--- config.mk ---
export PLATFORM = sky130hd
export DESIGN_NAME = gauge_counter_register_bank
export DESIGN_NICKNAME = d
export VERILOG_FILES = /design/src/core/gauge_pkg.sv /design/src/core/count_pair.sv /design/src/core/gauge_counter_register_bank.sv
export SDC_FILE = /design/constraint.sdc
export NUM_CORES = 1
export LEC_CHECK = 0
export BUFFER_PORTS_ARGS = -buffer_cell sky130_fd_sc_hd__buf_2
export CAP_MARGIN = 30
export CORE_AREA = 4 4 214 216
export DETAILED_ROUTE_END_ITERATION = 16
export DIE_AREA = 0 0 218 220
export GPL_TIMING_DRIVEN = 0
export SYNTH_ARGS = -nofsm -noshare
export SYNTH_HDL_FRONTEND = slang
export SYNTH_SLANG_ARGS = --single-unit
--- constraint.sdc ---
create_clock -name sys_clk -period 9.5 [get_ports sys_clk]
set_input_delay 1.425 -clock sys_clk [delete_from_list [all_inputs] [get_ports sys_clk]]
set_output_delay 1.425 -clock sys_clk [all_outputs]
set_load 0.1 [all_outputs]
--- src/core/gauge_pkg.sv ---
// Shared constants and types of the gauge counter register bank
package gauge_pkg;

   // ----------------------------------------------------------------
   // Register addresses (7-bit command address field)
   // ----------------------------------------------------------------
   localparam logic [6:0] ADDR_FLASH_COMMAND = 7'h62;
   localparam logic [6:0] ADDR_COUNTER_CLEAR = 7'h63;
   localparam logic [6:0] ADDR_MODE_CONTROL = 7'h64;
   localparam logic [6:0] ADDR_CHARGE_TIME_LOW = 7'h65;
   localparam logic [6:0] ADDR_CHARGE_TIME_HIGH = 7'h66;
   localparam logic [6:0] ADDR_DISCHARGE_TIME_LOW = 7'h67;
   localparam logic [6:0] ADDR_DISCHARGE_TIME_HIGH = 7'h68;
   localparam logic [6:0] ADDR_SELF_DISCHARGE_LOW = 7'h69;
   localparam logic [6:0] ADDR_SELF_DISCHARGE_HIGH = 7'h6A;
   localparam logic [6:0] ADDR_CHARGE_COUNT_LOW = 7'h6B;
   localparam logic [6:0] ADDR_CHARGE_COUNT_HIGH = 7'h6C;
   localparam logic [6:0] ADDR_DISCHARGE_COUNT_LOW = 7'h6D;
   localparam logic [6:0] ADDR_DISCHARGE_COUNT_HIGH = 7'h6E;
   localparam logic [6:0] ADDR_FLASH_PROGRAM_DATA = 7'h6F;
   localparam logic [6:0] ADDR_FLASH_PROGRAM_ADDRESS = 7'h70;
   localparam logic [6:0] ADDR_VOLTAGE_LOW_BYTE = 7'h71;
   localparam logic [6:0] ADDR_VOLTAGE_HIGH_AND_OFFSET = 7'h72;

   // ----------------------------------------------------------------
   // Field positions
   // ----------------------------------------------------------------
   localparam int MODE_PIN_DIRECTION_BIT = 7;
   localparam int MODE_PIN_LEVEL_BIT = 6;
   localparam int MODE_SLOW_CHARGE_BIT = 5;
   localparam int MODE_SLOW_DISCHARGE_BIT = 4;
   localparam int MODE_THRESHOLD_LSB = 1;
   localparam int MODE_POWER_ON_BIT = 0;
   localparam int CLEAR_DISCHARGE_COUNT_BIT = 0;
   localparam int CLEAR_CHARGE_COUNT_BIT = 1;
   localparam int CLEAR_SELF_DISCHARGE_BIT = 2;
   localparam int CLEAR_DISCHARGE_TIME_BIT = 3;
   localparam int CLEAR_CHARGE_TIME_BIT = 4;
   localparam int CLEAR_WIDTH = 5;
   localparam int VOLTAGE_WIDTH = 11;
   localparam int OFFSET_WIDTH = 5;

   // ----------------------------------------------------------------
   // Values after reset
   // ----------------------------------------------------------------
   localparam logic RESET_PIN_DIRECTION = 1'b0;
   localparam logic RESET_PIN_LEVEL = 1'b1;
   localparam logic [2:0] RESET_THRESHOLD = 3'h7;
   localparam logic RESET_POWER_ON = 1'b1;
   localparam logic [7:0] RESET_BYTE = 8'h00;

   // ----------------------------------------------------------------
   // Flash command codes
   // ----------------------------------------------------------------
   localparam logic [7:0] CMD_NONE = 8'h00;
   localparam logic [7:0] CMD_PROGRAM_BYTE = 8'h0F;
   localparam logic [7:0] CMD_POWER_DOWN = 8'hF6;

   // ----------------------------------------------------------------
   // Timing
   // ----------------------------------------------------------------
   localparam longint CLK_PERIOD_PS = 4000;
   // One time-counter step at the default rate, 0.8789 s
   localparam longint TICK_PERIOD_PS = 64'd878_900_000_000;
   localparam longint TICK_CYCLES = TICK_PERIOD_PS / CLK_PERIOD_PS;
   localparam int TICKS_PER_HOUR = 4096;
   localparam int SLOW_COUNTS_PER_HOUR = 16;
   localparam int SLOW_TICKS = TICKS_PER_HOUR / SLOW_COUNTS_PER_HOUR;
   localparam int NOMINAL_LOW_C = 20;
   localparam int NOMINAL_HIGH_C = 30;
   localparam int BAND_STEP_C = 10;
   localparam int MAX_UP_STEPS = 4;
   localparam int MAX_DOWN_STEPS = 3;

   // ----------------------------------------------------------------
   // Carriers and states
   // ----------------------------------------------------------------
   typedef struct packed {
      logic valid;
      logic write;
      logic [6:0] addr;
      logic [7:0] wdata;
   } reg_cmd_t;

   typedef struct packed {
      logic wr;
      logic [7:0] addr;
      logic [7:0] wdata;
   } flash_req_t;

   typedef enum logic [1:0] {
      FL_IDLE,
      FL_READ,
      FL_WAIT
   } flash_state_t;

endpackage

--- src/core/count_pair.sv ---
// Sixteen-bit wrapping counter with synchronous clear
module count_pair (
   input wire logic sys_clk,
   input wire logic rst_n,
   input wire logic clear,
   input wire logic incr,
   output logic [15:0] count,
   output logic wrap
);
   typedef struct packed {
      logic [15:0] count;
   } pair_state_t;

   pair_state_t st_q;
   pair_state_t st_d;

   always_comb begin
      st_d = st_q;
      if (clear) begin
         st_d.count = 16'h0000;
      end else if (incr) begin
         st_d.count = st_q.count + 16'h0001;
      end
   end

   always_ff @(posedge sys_clk or negedge rst_n) begin
      if (!rst_n) begin
         st_q <= '0;
      end else begin
         st_q <= st_d;
      end
   end

   assign count = st_q.count;
   // Pulses in the step that takes all ones back to zero
   assign wrap = incr & ~clear & (&st_q.count);
endmodule

--- src/core/gauge_counter_register_bank.sv ---
// Register bank and counters of the battery gauge
//
// Notes on behaviour
// - High voltage byte bits 7:3 hold sign-magnitude offset, 8 mV per step.
// - Eleven-bit voltage: high byte bits 2:0 above low byte, 2.44 mV step.
// - Program address register names the flash byte for byte program.
// - Byte program stores flash byte AND program data register.
// - Discharge counter counts discharge quanta, wraps past all ones.
// - Charge counter counts charge quanta, wraps past all ones.
// - A clear request zeroes both bytes of the chosen counter.
// - Self-discharge counts once per hour at 20 to 30 C, also asleep.
// - Rate doubles per 10 C above band, at most 16 per hour.
// - Rate halves per 10 C below band, at least one per eight hours.
// - Asleep, the device wakes briefly to update self-discharge count.
// - Discharge-time counter runs 4096 counts per hour while discharging.
// - Its rollover toggles slow flag; while set it runs 16 per hour.
// - Charge-time counter runs 4096 counts per hour while charging.
// - Its rollover toggles slow flag; while set it runs 16 per hour.
// - Mode bit 7: 1 pin input, 0 open-drain output; resets to 0.
// - Mode bit 6: 1 releases, 0 pulls pin low; resets to 1.
// - Power-down sleeps only below threshold of mode bits 3:1; zero sleeps.
// - Mode bit 0 set by power-on reset; a host write replaces it with the written bit.
// - Clear bit zeroes counter then self-clears; time clear drops slow flag.
// - Command 0x0F programs a byte; command register clears when done.
// - Command 0xF6 sleeps until any edge on the link pin.
module gauge_counter_register_bank
   import gauge_pkg::*;
#(
   parameter longint TICK_CYCLES_P = gauge_pkg::TICK_CYCLES
) (
   input wire logic sys_clk,
   input wire logic resetn,
   input wire gauge_pkg::reg_cmd_t reg_cmd,
   output logic [7:0] rd_data,
   output logic rd_valid,
   input wire logic discharge_quantum,
   input wire logic charge_quantum,
   input wire logic discharge_active,
   input wire logic charge_active,
   input wire logic sense_below_threshold,
   input wire logic single_wire_link,
   input wire logic signed [7:0] die_temp_c,
   input wire logic adc_valid,
   input wire logic [10:0] adc_result,
   input wire logic [4:0] adc_offset,
   input wire logic [7:0] flash_rd_data,
   input wire logic flash_done,
   output gauge_pkg::flash_req_t flash_req,
   output logic [2:0] sleep_threshold_select,
   output logic sleeping,
   output logic pin_out,
   output logic pin_oe
);
   import gauge_pkg::*;

   // ----------------------------------------------------------------
   // Reset release
   // ----------------------------------------------------------------
   logic [1:0] rst_sync_q;
   logic rst_n;

   always_ff @(posedge sys_clk or negedge resetn) begin
      if (!resetn) begin
         rst_sync_q <= 2'b00;
      end else begin
         rst_sync_q <= {rst_sync_q[0], 1'b1};
      end
   end
   assign rst_n = rst_sync_q[1];

   // ----------------------------------------------------------------
   // State
   // ----------------------------------------------------------------
   typedef struct packed {
      logic [1:0] link_sync;
      logic link_prev;
      logic [1:0] dis_sync;
      logic [1:0] chg_sync;
      logic [1:0] thr_sync;
      logic pin_dir;
      logic pin_level;
      logic [2:0] threshold;
      logic por;
      logic slow_dis;
      logic slow_chg;
      logic [7:0] prog_data;
      logic [7:0] prog_addr;
      logic [7:0] flash_command;
      logic [CLEAR_WIDTH-1:0] clear;
      logic [7:0] volt_low;
      logic [7:0] volt_high;
      logic [31:0] tick_cnt;
      logic [7:0] dis_div;
      logic [7:0] chg_div;
      logic [15:0] sd_div;
      flash_state_t fl_state;
      flash_req_t fl_req;
      logic asleep;
      logic sleep_out;
      logic [7:0] rd_data;
      logic rd_valid;
      logic pin_oe;
   } state_t;

   state_t st_q;
   state_t st_d;

   localparam logic [31:0] TICK_LAST = 32'(TICK_CYCLES_P - 1);
   localparam logic [7:0] SLOW_LAST = 8'(SLOW_TICKS - 1);

   // ----------------------------------------------------------------
   // Counter pairs
   // ----------------------------------------------------------------
   logic tick;
   logic dis_time_inc;
   logic chg_time_inc;
   logic sd_inc;
   logic [15:0] sd_period;
   logic [15:0] dis_count;
   logic [15:0] chg_count;
   logic [15:0] sd_count;
   logic [15:0] dis_time;
   logic [15:0] chg_time;
   logic dis_time_wrap;
   logic chg_time_wrap;

   // Ticks of the base timebase per self-discharge count
   function automatic logic [15:0] sd_ticks(input logic signed [7:0] t);
      int up;
      int dn;
      up = 0;
      dn = 0;
      for (int i = 1; i <= MAX_UP_STEPS; i++) begin
         if (int'(t) > NOMINAL_HIGH_C + (i - 1) * BAND_STEP_C) begin
            up = i;
         end
      end
      for (int i = 1; i <= MAX_DOWN_STEPS; i++) begin
         if (int'(t) < NOMINAL_LOW_C - (i - 1) * BAND_STEP_C) begin
            dn = i;
         end
      end
      return 16'((TICKS_PER_HOUR << dn) >> up);
   endfunction

   assign tick = (st_q.tick_cnt == TICK_LAST);
   assign sd_period = sd_ticks(die_temp_c);
   assign sd_inc = tick && (st_q.sd_div >= sd_period - 16'h0001);
   // Fast rate steps on every tick; slow rate every SLOW_TICKS ticks
   assign dis_time_inc = tick && st_q.dis_sync[1] &&
                         (!st_q.slow_dis || st_q.dis_div == SLOW_LAST);
   assign chg_time_inc = tick && st_q.chg_sync[1] &&
                         (!st_q.slow_chg || st_q.chg_div == SLOW_LAST);

   count_pair u_dis_count (
      .sys_clk(sys_clk),
      .rst_n(rst_n),
      .clear(st_q.clear[CLEAR_DISCHARGE_COUNT_BIT]),
      .incr(discharge_quantum),
      .count(dis_count),
      .wrap()
   );

   count_pair u_chg_count (
      .sys_clk(sys_clk),
      .rst_n(rst_n),
      .clear(st_q.clear[CLEAR_CHARGE_COUNT_BIT]),
      .incr(charge_quantum),
      .count(chg_count),
      .wrap()
   );

   count_pair u_sd_count (
      .sys_clk(sys_clk),
      .rst_n(rst_n),
      .clear(st_q.clear[CLEAR_SELF_DISCHARGE_BIT]),
      .incr(sd_inc),
      .count(sd_count),
      .wrap()
   );

   count_pair u_dis_time (
      .sys_clk(sys_clk),
      .rst_n(rst_n),
      .clear(st_q.clear[CLEAR_DISCHARGE_TIME_BIT]),
      .incr(dis_time_inc),
      .count(dis_time),
      .wrap(dis_time_wrap)
   );

   count_pair u_chg_time (
      .sys_clk(sys_clk),
      .rst_n(rst_n),
      .clear(st_q.clear[CLEAR_CHARGE_TIME_BIT]),
      .incr(chg_time_inc),
      .count(chg_time),
      .wrap(chg_time_wrap)
   );

   // ----------------------------------------------------------------
   // Next state
   // ----------------------------------------------------------------
   logic wr;
   logic rd;
   logic [7:0] mode_byte;
   logic [7:0] rd_mux;

   assign wr = reg_cmd.valid && reg_cmd.write;
   assign rd = reg_cmd.valid && !reg_cmd.write;
   assign mode_byte = {st_q.pin_dir, st_q.pin_level, st_q.slow_chg,
                       st_q.slow_dis, st_q.threshold, st_q.por};

   always_comb begin
      unique case (reg_cmd.addr)
         ADDR_FLASH_COMMAND: rd_mux = st_q.flash_command;
         ADDR_COUNTER_CLEAR: rd_mux = {3'h0, st_q.clear};
         ADDR_MODE_CONTROL: rd_mux = mode_byte;
         ADDR_CHARGE_TIME_LOW: rd_mux = chg_time[7:0];
         ADDR_CHARGE_TIME_HIGH: rd_mux = chg_time[15:8];
         ADDR_DISCHARGE_TIME_LOW: rd_mux = dis_time[7:0];
         ADDR_DISCHARGE_TIME_HIGH: rd_mux = dis_time[15:8];
         ADDR_SELF_DISCHARGE_LOW: rd_mux = sd_count[7:0];
         ADDR_SELF_DISCHARGE_HIGH: rd_mux = sd_count[15:8];
         ADDR_CHARGE_COUNT_LOW: rd_mux = chg_count[7:0];
         ADDR_CHARGE_COUNT_HIGH: rd_mux = chg_count[15:8];
         ADDR_DISCHARGE_COUNT_LOW: rd_mux = dis_count[7:0];
         ADDR_DISCHARGE_COUNT_HIGH: rd_mux = dis_count[15:8];
         ADDR_FLASH_PROGRAM_DATA: rd_mux = st_q.prog_data;
         ADDR_FLASH_PROGRAM_ADDRESS: rd_mux = st_q.prog_addr;
         ADDR_VOLTAGE_LOW_BYTE: rd_mux = st_q.volt_low;
         ADDR_VOLTAGE_HIGH_AND_OFFSET: rd_mux = st_q.volt_high;
         default: rd_mux = 8'h00;
      endcase
   end

   always_comb begin
      st_d = st_q;

      // Pin inputs pass two flip-flops before use
      st_d.link_sync = {st_q.link_sync[0], single_wire_link};
      st_d.link_prev = st_q.link_sync[1];
      st_d.dis_sync = {st_q.dis_sync[0], discharge_active};
      st_d.chg_sync = {st_q.chg_sync[0], charge_active};
      st_d.thr_sync = {st_q.thr_sync[0], sense_below_threshold};

      // Timebase and dividers
      st_d.tick_cnt = tick ? 32'h0000_0000 : st_q.tick_cnt + 32'h0000_0001;
      if (tick) begin
         st_d.sd_div = sd_inc ? 16'h0000 : st_q.sd_div + 16'h0001;
         if (st_q.dis_sync[1] && st_q.slow_dis) begin
            st_d.dis_div = st_q.dis_div + 8'h01;
         end
         if (st_q.chg_sync[1] && st_q.slow_chg) begin
            st_d.chg_div = st_q.chg_div + 8'h01;
         end
      end

      // Rollover toggles the slow flag: first sets, second clears
      if (dis_time_wrap) begin
         st_d.slow_dis = ~st_q.slow_dis;
         st_d.dis_div = 8'h00;
      end
      if (chg_time_wrap) begin
         st_d.slow_chg = ~st_q.slow_chg;
         st_d.chg_div = 8'h00;
      end
      if (st_q.clear[CLEAR_DISCHARGE_TIME_BIT]) begin
         st_d.slow_dis = 1'b0;
         st_d.dis_div = 8'h00;
      end
      if (st_q.clear[CLEAR_CHARGE_TIME_BIT]) begin
         st_d.slow_chg = 1'b0;
         st_d.chg_div = 8'h00;
      end

      // Clear bits act for one cycle then drop; a new write wins
      st_d.clear = '0;

      // Latest conversion, reported without offset correction
      if (adc_valid) begin
         st_d.volt_low = adc_result[7:0];
         st_d.volt_high = {adc_offset,
                           adc_result[VOLTAGE_WIDTH-1:8]};
      end

      // Flash byte program and power down
      st_d.fl_req.wr = 1'b0;
      unique case (st_q.fl_state)
         FL_IDLE: begin
            if (st_q.flash_command == CMD_PROGRAM_BYTE) begin
               st_d.fl_req.addr = st_q.prog_addr;
               st_d.fl_state = FL_READ;
            end else if (st_q.flash_command == CMD_POWER_DOWN) begin
               if (st_q.threshold == 3'h0 || st_q.thr_sync[1]) begin
                  st_d.asleep = 1'b1;
                  st_d.flash_command = CMD_NONE;
               end
            end else if (st_q.flash_command != CMD_NONE) begin
               // Erase and transfer codes belong to the flash array
               st_d.flash_command = CMD_NONE;
            end
         end
         FL_READ: begin
            st_d.fl_req.wdata = flash_rd_data & st_q.prog_data;
            st_d.fl_req.wr = 1'b1;
            st_d.fl_state = FL_WAIT;
         end
         FL_WAIT: begin
            if (flash_done) begin
               st_d.flash_command = CMD_NONE;
               st_d.fl_state = FL_IDLE;
            end
         end
      endcase

      // Any edge on the link pin ends sleep
      if (st_q.asleep && (st_q.link_sync[1] != st_q.link_prev)) begin
         st_d.asleep = 1'b0;
      end

      // Host writes
      if (wr) begin
         unique case (reg_cmd.addr)
            ADDR_FLASH_COMMAND: begin
               st_d.flash_command = reg_cmd.wdata;
            end
            ADDR_COUNTER_CLEAR: begin
               st_d.clear = reg_cmd.wdata[CLEAR_WIDTH-1:0];
            end
            ADDR_MODE_CONTROL: begin
               st_d.pin_dir = reg_cmd.wdata[MODE_PIN_DIRECTION_BIT];
               st_d.pin_level = reg_cmd.wdata[MODE_PIN_LEVEL_BIT];
               st_d.threshold = reg_cmd.wdata[MODE_THRESHOLD_LSB +: 3];
               st_d.por = reg_cmd.wdata[MODE_POWER_ON_BIT];
            end
            ADDR_FLASH_PROGRAM_DATA: begin
               st_d.prog_data = reg_cmd.wdata;
            end
            ADDR_FLASH_PROGRAM_ADDRESS: begin
               st_d.prog_addr = reg_cmd.wdata;
            end
            default: begin
            end
         endcase
      end

      // Read answer, one cycle after the request
      st_d.rd_valid = rd;
      st_d.rd_data = rd ? rd_mux : st_q.rd_data;

      // Sleep output drops for one cycle on a self-discharge update
      st_d.sleep_out = st_d.asleep && !sd_inc;

      // Open drain pulls low only as an output with level bit clear
      st_d.pin_oe = !st_d.pin_dir && !st_d.pin_level;
   end

   // ----------------------------------------------------------------
   // Registers
   // ----------------------------------------------------------------
   always_ff @(posedge sys_clk or negedge rst_n) begin
      if (!rst_n) begin
         st_q <= '0;
         st_q.pin_dir <= RESET_PIN_DIRECTION;
         st_q.pin_level <= RESET_PIN_LEVEL;
         st_q.threshold <= RESET_THRESHOLD;
         st_q.por <= RESET_POWER_ON;
         st_q.flash_command <= CMD_NONE;
         st_q.prog_data <= RESET_BYTE;
         st_q.prog_addr <= RESET_BYTE;
         st_q.fl_state <= FL_IDLE;
      end else begin
         st_q <= st_d;
      end
   end

   // ----------------------------------------------------------------
   // Outputs
   // ----------------------------------------------------------------
   assign rd_data = st_q.rd_data;
   assign rd_valid = st_q.rd_valid;
   assign flash_req = st_q.fl_req;
   assign sleep_threshold_select = st_q.threshold;
   assign sleeping = st_q.sleep_out;
   assign pin_out = 1'b0;
   assign pin_oe = st_q.pin_oe;
endmodule

==> run summary, run 1 <==
Fin crit share -> 54.6%
Final setup TNS -> 0 ns
Cell with the most instances after synthesis -> dfrtp_1
Post-synth ARST share -> 100%
Clk buf depth -> 3
Post-synthesis simple-gate area fraction -> 21.8%
Hold slack -> 0.320 ns
Post-CTS Setup Inserts -> 0
Worst r2r src -> st_q[79]
First-pass GRT wire length -> 57300 um
Top cells by area, synth -> dfrtp_1, mux2_2, xnor2_1
Number of global-route vias before repair -> 10367
Initial antenna violation count -> 0
Post-synthesis mux area share -> 9.14%
Startpoint types -> input port
Final Hold Fails -> 0
Cell Area, Synth -> 13000 um^2
Post-synthesis compound-gate area fraction -> 10.3%
Post-route cell area -> 15200 um^2
Largest family of logic cells by synthesized area -> simple AND/OR/NAND/NOR gates
Via-to-Cell Ratio -> 5.19
Worst R2R Path Depth -> 7
Clock slew seen by the registers of the worst setup and hold paths -> 0.06 ns
Number of synthesized flops with an enable pin -> 0
GP Congestion -> 0.938
Crit Path Max Fanout -> 10
Die area -> 48000 um^2
PD cells -> 168 nW/um^2
XOR/XNOR share of the synthesized area -> 5.79%
Core area -> 43900 um^2
TritonCTS buffer count -> 26
Mean Syn Cell Area -> 9.91 um^2
Setup WS pre-CTS -> 3.60 ns
Yosys cell types -> 80
Min-delay worst type -> reg -> async
Unrepaired setup endpoints after global routing -> false
Die Ht -> 220 um
Worst Setup End Kind -> flop
Clock tree root driver cell -> clkbuf_16
Post-Synth Adder-Cell Area -> 2.31%
H-tree depth -> 1
# setup viols final -> 0
Max-slew violations -> 0
Setup skew after layout -> 0.0234 ns
Nets@finish -> 1516
Total number of vias -> 10613
Top-area cell type share of the netlist area -> 45.0%
Worst Path Required -> 9.96 ns
Placed cell area -> 14300 um^2
Outcome -> finished clean
N_diodes -> 0
Largest net degree at the start of global routing -> 55
Finished Layout Cells -> 2045
Gr usage total -> 14.7%
CTS tree -> built
CP Buf/Inv Count -> 3
Mapped Cells -> 1313
Sequential share of the synthesized area -> 46.0%
Reg2Reg Setup Slack -> 6.09 ns
Reg2reg end -> u_chg_time.count[11]
Fmax -> 193 MHz
Ports -> 91
Ys flop type -> dfrtp_1
Peak VDD IR -> 0.000139 V
Hold buffers post-CTS -> 0
Rows -> 77
Residual DRC -> 0
Number of port buffers -> 83
DRT Pass-1 Iters -> 5
Synthesis-to-layout area growth -> 16.9%
Synth area leader -> dfrtp_1
CP top delay family -> compound AO/OA/AOI/OAI gates
Clock insertion delay at the later pin of the skew report -> 0.55 ns
Iteration-0 DRC Markers -> 708
Largest stage delay, worst path -> 0.48 ns
Slowest cell on the critical path -> o41ai_1
Grt ovf -> 0
Worst slew margin -> 36.6%
Maxcap violations -> 0
Dpl hpwl -> 26600 um
Post-DR wirelength/cell -> 17.5 um
Crit path kind -> in -> reg
Share of layout cells above drive strength 1 -> 17.8%
Seq cells post-synth -> 239
Multi-input gate area -> 6440 um^2
Clock net sink count -> 239
Starting Density -> 29.6%
Worst Tran Pin Value -> 0.943 ns
Routed wire length -> 35900 um
Placed Instances -> 1997
Worst setup margin -> 4.32 ns
Die W -> 218 um
Fin crit period -> 5.18 ns
Number of fill cells -> 4511
Critical path arrival -> 5.65 ns
Yosys warning total -> 0
Storage cell area -> 5990 um^2
Detail Route Antenna Nets -> 0
Post-CTS Resized -> 0
Critical Path, Cell by Cell -> buf_2 -> or2_2 -> nor3_1 -> nand2_1 -> ha_1 -> o41ai_1 -> a22oi_1 -> xnor2_1 -> a32oi_1 -> ha_1 -> a21oi_1 -> o21ai_0 -> a211oi_1 -> clkbuf_1 -> nor2_1 -> clkbuf_1 -> nor2_1
Synth top cells by count -> dfrtp_1, nor2_1, nand2_1
Lkg Pwr -> 6.56 nW
[layout make-up]
| class | instances | share of cell area, % |
|---|---|---|
| Buffer | 93 | 3.07 |
| Tap cell | 592 | 4.87 |
| Sequential cell | 239 | 39.4 |
| Timing Repair Buffer | 90 | 3.60 |
| Multi-Input combinational cell | 950 | 42.3 |
| Clock inverter | 8 | 0.798 |
| Clock buffer | 40 | 5.10 |
| Inverter | 33 | 0.815 |
[report_power, final]
group          switching (W)  leakage (nW)  internal, W  total (W)
Sequential         0.0000773          3.04      0.00108    0.00116
Clock               0.000417         0.437     0.000642    0.00106
Combinational       0.000220          3.08     0.000125   0.000345
[flip-flops by register name (all words and copies together), names as in the netlist, 8 cells and up]
name,count
st_q,116
flash_req,17
u_chg_count.count,16
u_chg_time.count,16
u_dis_count.count,16
u_dis_time.count,16
u_sd_count.count,16
rd_data,8
[how the worst max path moves through the flow]
stage	startpoint	endpoint	slack (ns)	cells after the start
6_report	die_temp_c[7]	st_q[45]	4.32	17
5_1_grt	die_temp_c[7]	st_q[45]	3.86	17
4_1_cts	die_temp_c[7]	st_q[45]	4.16	17
3_5_place_dp	die_temp_c[7]	st_q[45]	3.60	17
3_3_place_gp	rst_sync_q[1]	st_q[109]	-0.67	0
2_1_floorplan	rst_sync_q[1]	flash_req[0]	2.36	0
[kinds of logic after synthesis]
| logic type | count (synthesis) |
|---|---|
| XOR/XNOR | 86 |
| AND/OR/NAND/NOR | 535 |
| multiplexers | 100 |
| adder cells (fa/ha/maj) | 24 |
| AO/OA/AOI/OAI | 201 |
| buffers and inverters | 126 |
| flip-flops | 239 |
| other | 2 |
[per-stage QoR]
| stage | util [%] | power [W] |
|---|---|---|
| finish | 34.6 | 0.00256 |
| global route | 34.6 | 0.00267 |
| CTS | 34.6 | 0.00259 |
| detailed placement | 32.6 | 0.00152 |
| global placement | 32.3 | 0.00150 |
| floorplan | - | 0.00140 |
[routing by layer]
layer | wire, um | GRT usage [%] | vias to the layer above
met4 | 1190 | 5.41 | 0
met5 | 0 | 0 | -
met3 | 2040 | 1.96 | 73
li1 | - | - | 5004
met2 | 16300 | 23.5 | 328
met1 | 16300 | 20.5 | 5208
[cell usage in the layout (no fill, tap or decap), types with 42 or more instances in the layout]
| master | n |
|---|---|
| nor2_1 | 123 |
| buf_2 | 85 |
| a21oi_1 | 50 |
| nand3_1 | 56 |
| xnor2_1 | 54 |
| nand4_1 | 47 |
| o21ai_0 | 42 |
| clkbuf_1 | 63 |
| dfrtp_1 | 233 |
| mux2_2 | 70 |
| nand2_1 | 99 |
(Power assumes the default switching activity.)
==> run 2, diff against run 1 <==
==> constraint.sdc (replaced) <==
create_clock -name sys_clk -period 4.2 [get_ports sys_clk]
set_input_delay 0.63 -clock sys_clk [delete_from_list [all_inputs] [get_ports sys_clk]]
set_output_delay 0.63 -clock sys_clk [all_outputs]
set_load 0.1 [all_outputs]
==> run summary, run 2 (same netlist as run 1, synthesis figures left out) <==
Commonest non-fill, non-tap cell in the layout -> dfrtp_1
Final Hold Fails -> 0 (unchanged)
First-pass GRT wire length -> 58200 um (+1.6%)
Ports -> 91 (unchanged)
N_diodes -> 0 (unchanged)
Number of port buffers -> 83 (unchanged)
Max-slew violations -> 0 (unchanged)
Routed wire length -> 36200 um (+0.91%)
Post-DR wirelength/cell -> 17.7 um (+0.91%)
Largest stage delay, worst path -> 0.43 ns (-0.05 ns)
Most frequent cells in the layout -> dfrtp_1, nor2_1, nand2_1, buf_2, mux2_2
Via-to-Cell Ratio -> 5.19 (about the same)
Worst Tran Pin Value -> 1.00 ns (+0.0607 ns)
Residual DRC -> 0 (unchanged)
Initial antenna violation count -> 0 (unchanged)
Fin crit period -> 3.99 ns
Number of global-route vias before repair -> 10416 (+0.47%)
Critical path arrival -> 4.42 ns (-1.23 ns)
Multi-input gate area -> 6480 um^2 (+0.66%)
Outcome -> finished clean
H-tree depth -> 1 (unchanged)
Hold slack -> 0.200 ns (-0.120 ns)
DRT Pass-1 Iters -> 5 (unchanged)
Maxcap violations -> 0 (unchanged)
GP Congestion -> 0.923 (-1.6%)
Fin crit share -> 95.1%
Peak VDD IR -> 0.000280 V (+100%)
Worst Path Required -> 4.63 ns (-5.33 ns)
Slowest cell on the critical path -> a211o_1
Die area -> 48000 um^2 (unchanged)
Clk buf depth -> 3 (unchanged)
Total number of vias -> 10619 (+0.057%)
Storage cell area -> 5990 um^2 (unchanged)
CP Buf/Inv Count -> 3 (unchanged)
Nets@finish -> 1519 (+0.20%)
Unrepaired setup endpoints after global routing -> false
Gr usage total -> 14.9% (+0.19 points)
Detail Route Antenna Nets -> 0 (unchanged)
Setup skew after layout -> 0.0249 ns (+0.00148 ns)
Share of layout cells above drive strength 1 -> 18.2% (+0.48 points)
Fmax -> 250 MHz
Critical Path, Cell by Cell -> buf_2 -> or2_2 -> nor3_1 -> nand2_1 -> ha_1 -> o41ai_4 -> buf_4 -> a22oi_1 -> xnor2_1 -> a32oi_1 -> ha_1 -> nand4_1 -> a211o_1 -> clkbuf_2 -> nor4_2 -> mux2_2
Startpoint types -> input port
Grt ovf -> 0 (unchanged)
Largest net degree at the start of global routing -> 72 (+31%)
Core area -> 43900 um^2 (unchanged)
Dpl hpwl -> 26500 um (-0.27%)
TritonCTS buffer count -> 27 (+3.8%)
Starting Density -> 29.6% (unchanged)
Min-delay worst type -> in -> reg
Placed Instances -> 1994 (-0.15%)
# setup viols final -> 0 (unchanged)
Top cell by count, worst path -> ha_1
Die W -> 218 um (unchanged)
Number of fill cells -> 4497 (-0.31%)
Total power -> 0.00578 W (+130%)
Clock net sink count -> 239 (unchanged)
Top reg by flops -> st_q
Lkg Pwr -> 6.56 nW (about the same)
Final setup TNS -> 0 ns (unchanged)
CTS tree -> built
CP top delay family -> simple AND/OR/NAND/NOR gates
Largest register FFs -> 116 (unchanged)
Iteration-0 DRC Markers -> 845 (+19%)
Clock slew seen by the registers of the worst setup and hold paths -> 0.06 ns (about the same)
Clock insertion delay at the later pin of the skew report -> 0.55 ns (about the same)
Rows -> 77 (unchanged)
PD cells -> 380 nW/um^2 (+130%)
Worst slew margin -> 31.3% (-5.3 points)
Clock tree root driver cell -> clkbuf_16
Die Ht -> 220 um (unchanged)
Worst Setup End Kind -> flop
Finished Layout Cells -> 2045 (unchanged)
Crit Path Max Fanout -> 10 (unchanged)
Synthesis-to-layout area growth -> 17.0% (about the same)
Crit path kind -> in -> reg
Reg2Reg Setup Slack -> 0.89 ns (-5.20 ns)
[run 2: changes by cell type in the layout (fill, tap and decap cells not counted), sizes merged]
cell	delta
clkdlybuf4s15	-1
clkinv	-1
clkinvlp	+1
dlygate4sd3	+1
clkbuf	-2
buf	+2
[run 2: cell type report]
class,instances,share of cell area [%]
clock buffers,38,4.91
clock inverters,8,0.814
flip-flops and latches,239,39.4
repair buffers,92,3.55
multi-input cells,950,42.6
plain buffers,93,3.09
inverters,33,0.814
well taps,592,4.87
[run 2: layer usage]
| layer | share of wire [%] | routed length [um] | global-route usage, % |
|---|---|---|---|
| met1 | 46 | 16700 | 21.0 |
| met2 | 45 | 16400 | 23.4 |
| met3 | 5.3 | 1910 | 2.34 |
| met4 | 3.1 | 1140 | 5.06 |
| met5 | 0 | 0 | 0 |
[run 2: what timing repair did]
action	4_1_cts	5_1_grt
endpoints found under the setup margin	25	25
setup buffers	0	3
pin swaps	1	1
hold endpoints to repair	2	0
resized for setup	3	7
hold buffers	1	0
[run 2: where the power goes]
group	switching [W]	internal [W]	total (W)	leakage [nW]
Sequential	0.000181	0.00244	0.00262	3.04
Combinational	0.000499	0.000285	0.000784	3.10
Clock	0.000962	0.00142	0.00238	0.419
Total	0.00164	0.00414	0.00578	6.56
[run 2: stage by stage]
step	utilization, %	setup slack, ns	cell area, um^2
final	34.6	0.207	15200
after global routing	34.6	0.0137	15200
after CTS	34.5	0.0568	15200
after detailed placement	32.5	-0.825	14300
after global placement	32.3	-1.33	14200
after floorplan	-	0.0784	13000
[run 2: path summary, 6_finish.rpt]
kind | startpoint | end | cells past startpoint
worst min register to register | rst_sync_q[0] | rst_sync_q[1] | 0
worst max-delay path | die_temp_c[7] | u_sd_count.count[5] | 16
min in group asynchronous | rst_sync_q[1] | st_q[73] | 0
worst max register to register | st_q[71] | u_chg_time.count[5] | 7
worst min-delay path | single_wire_link | st_d[156] | 1
max in group asynchronous | rst_sync_q[1] | st_q[97] | 2
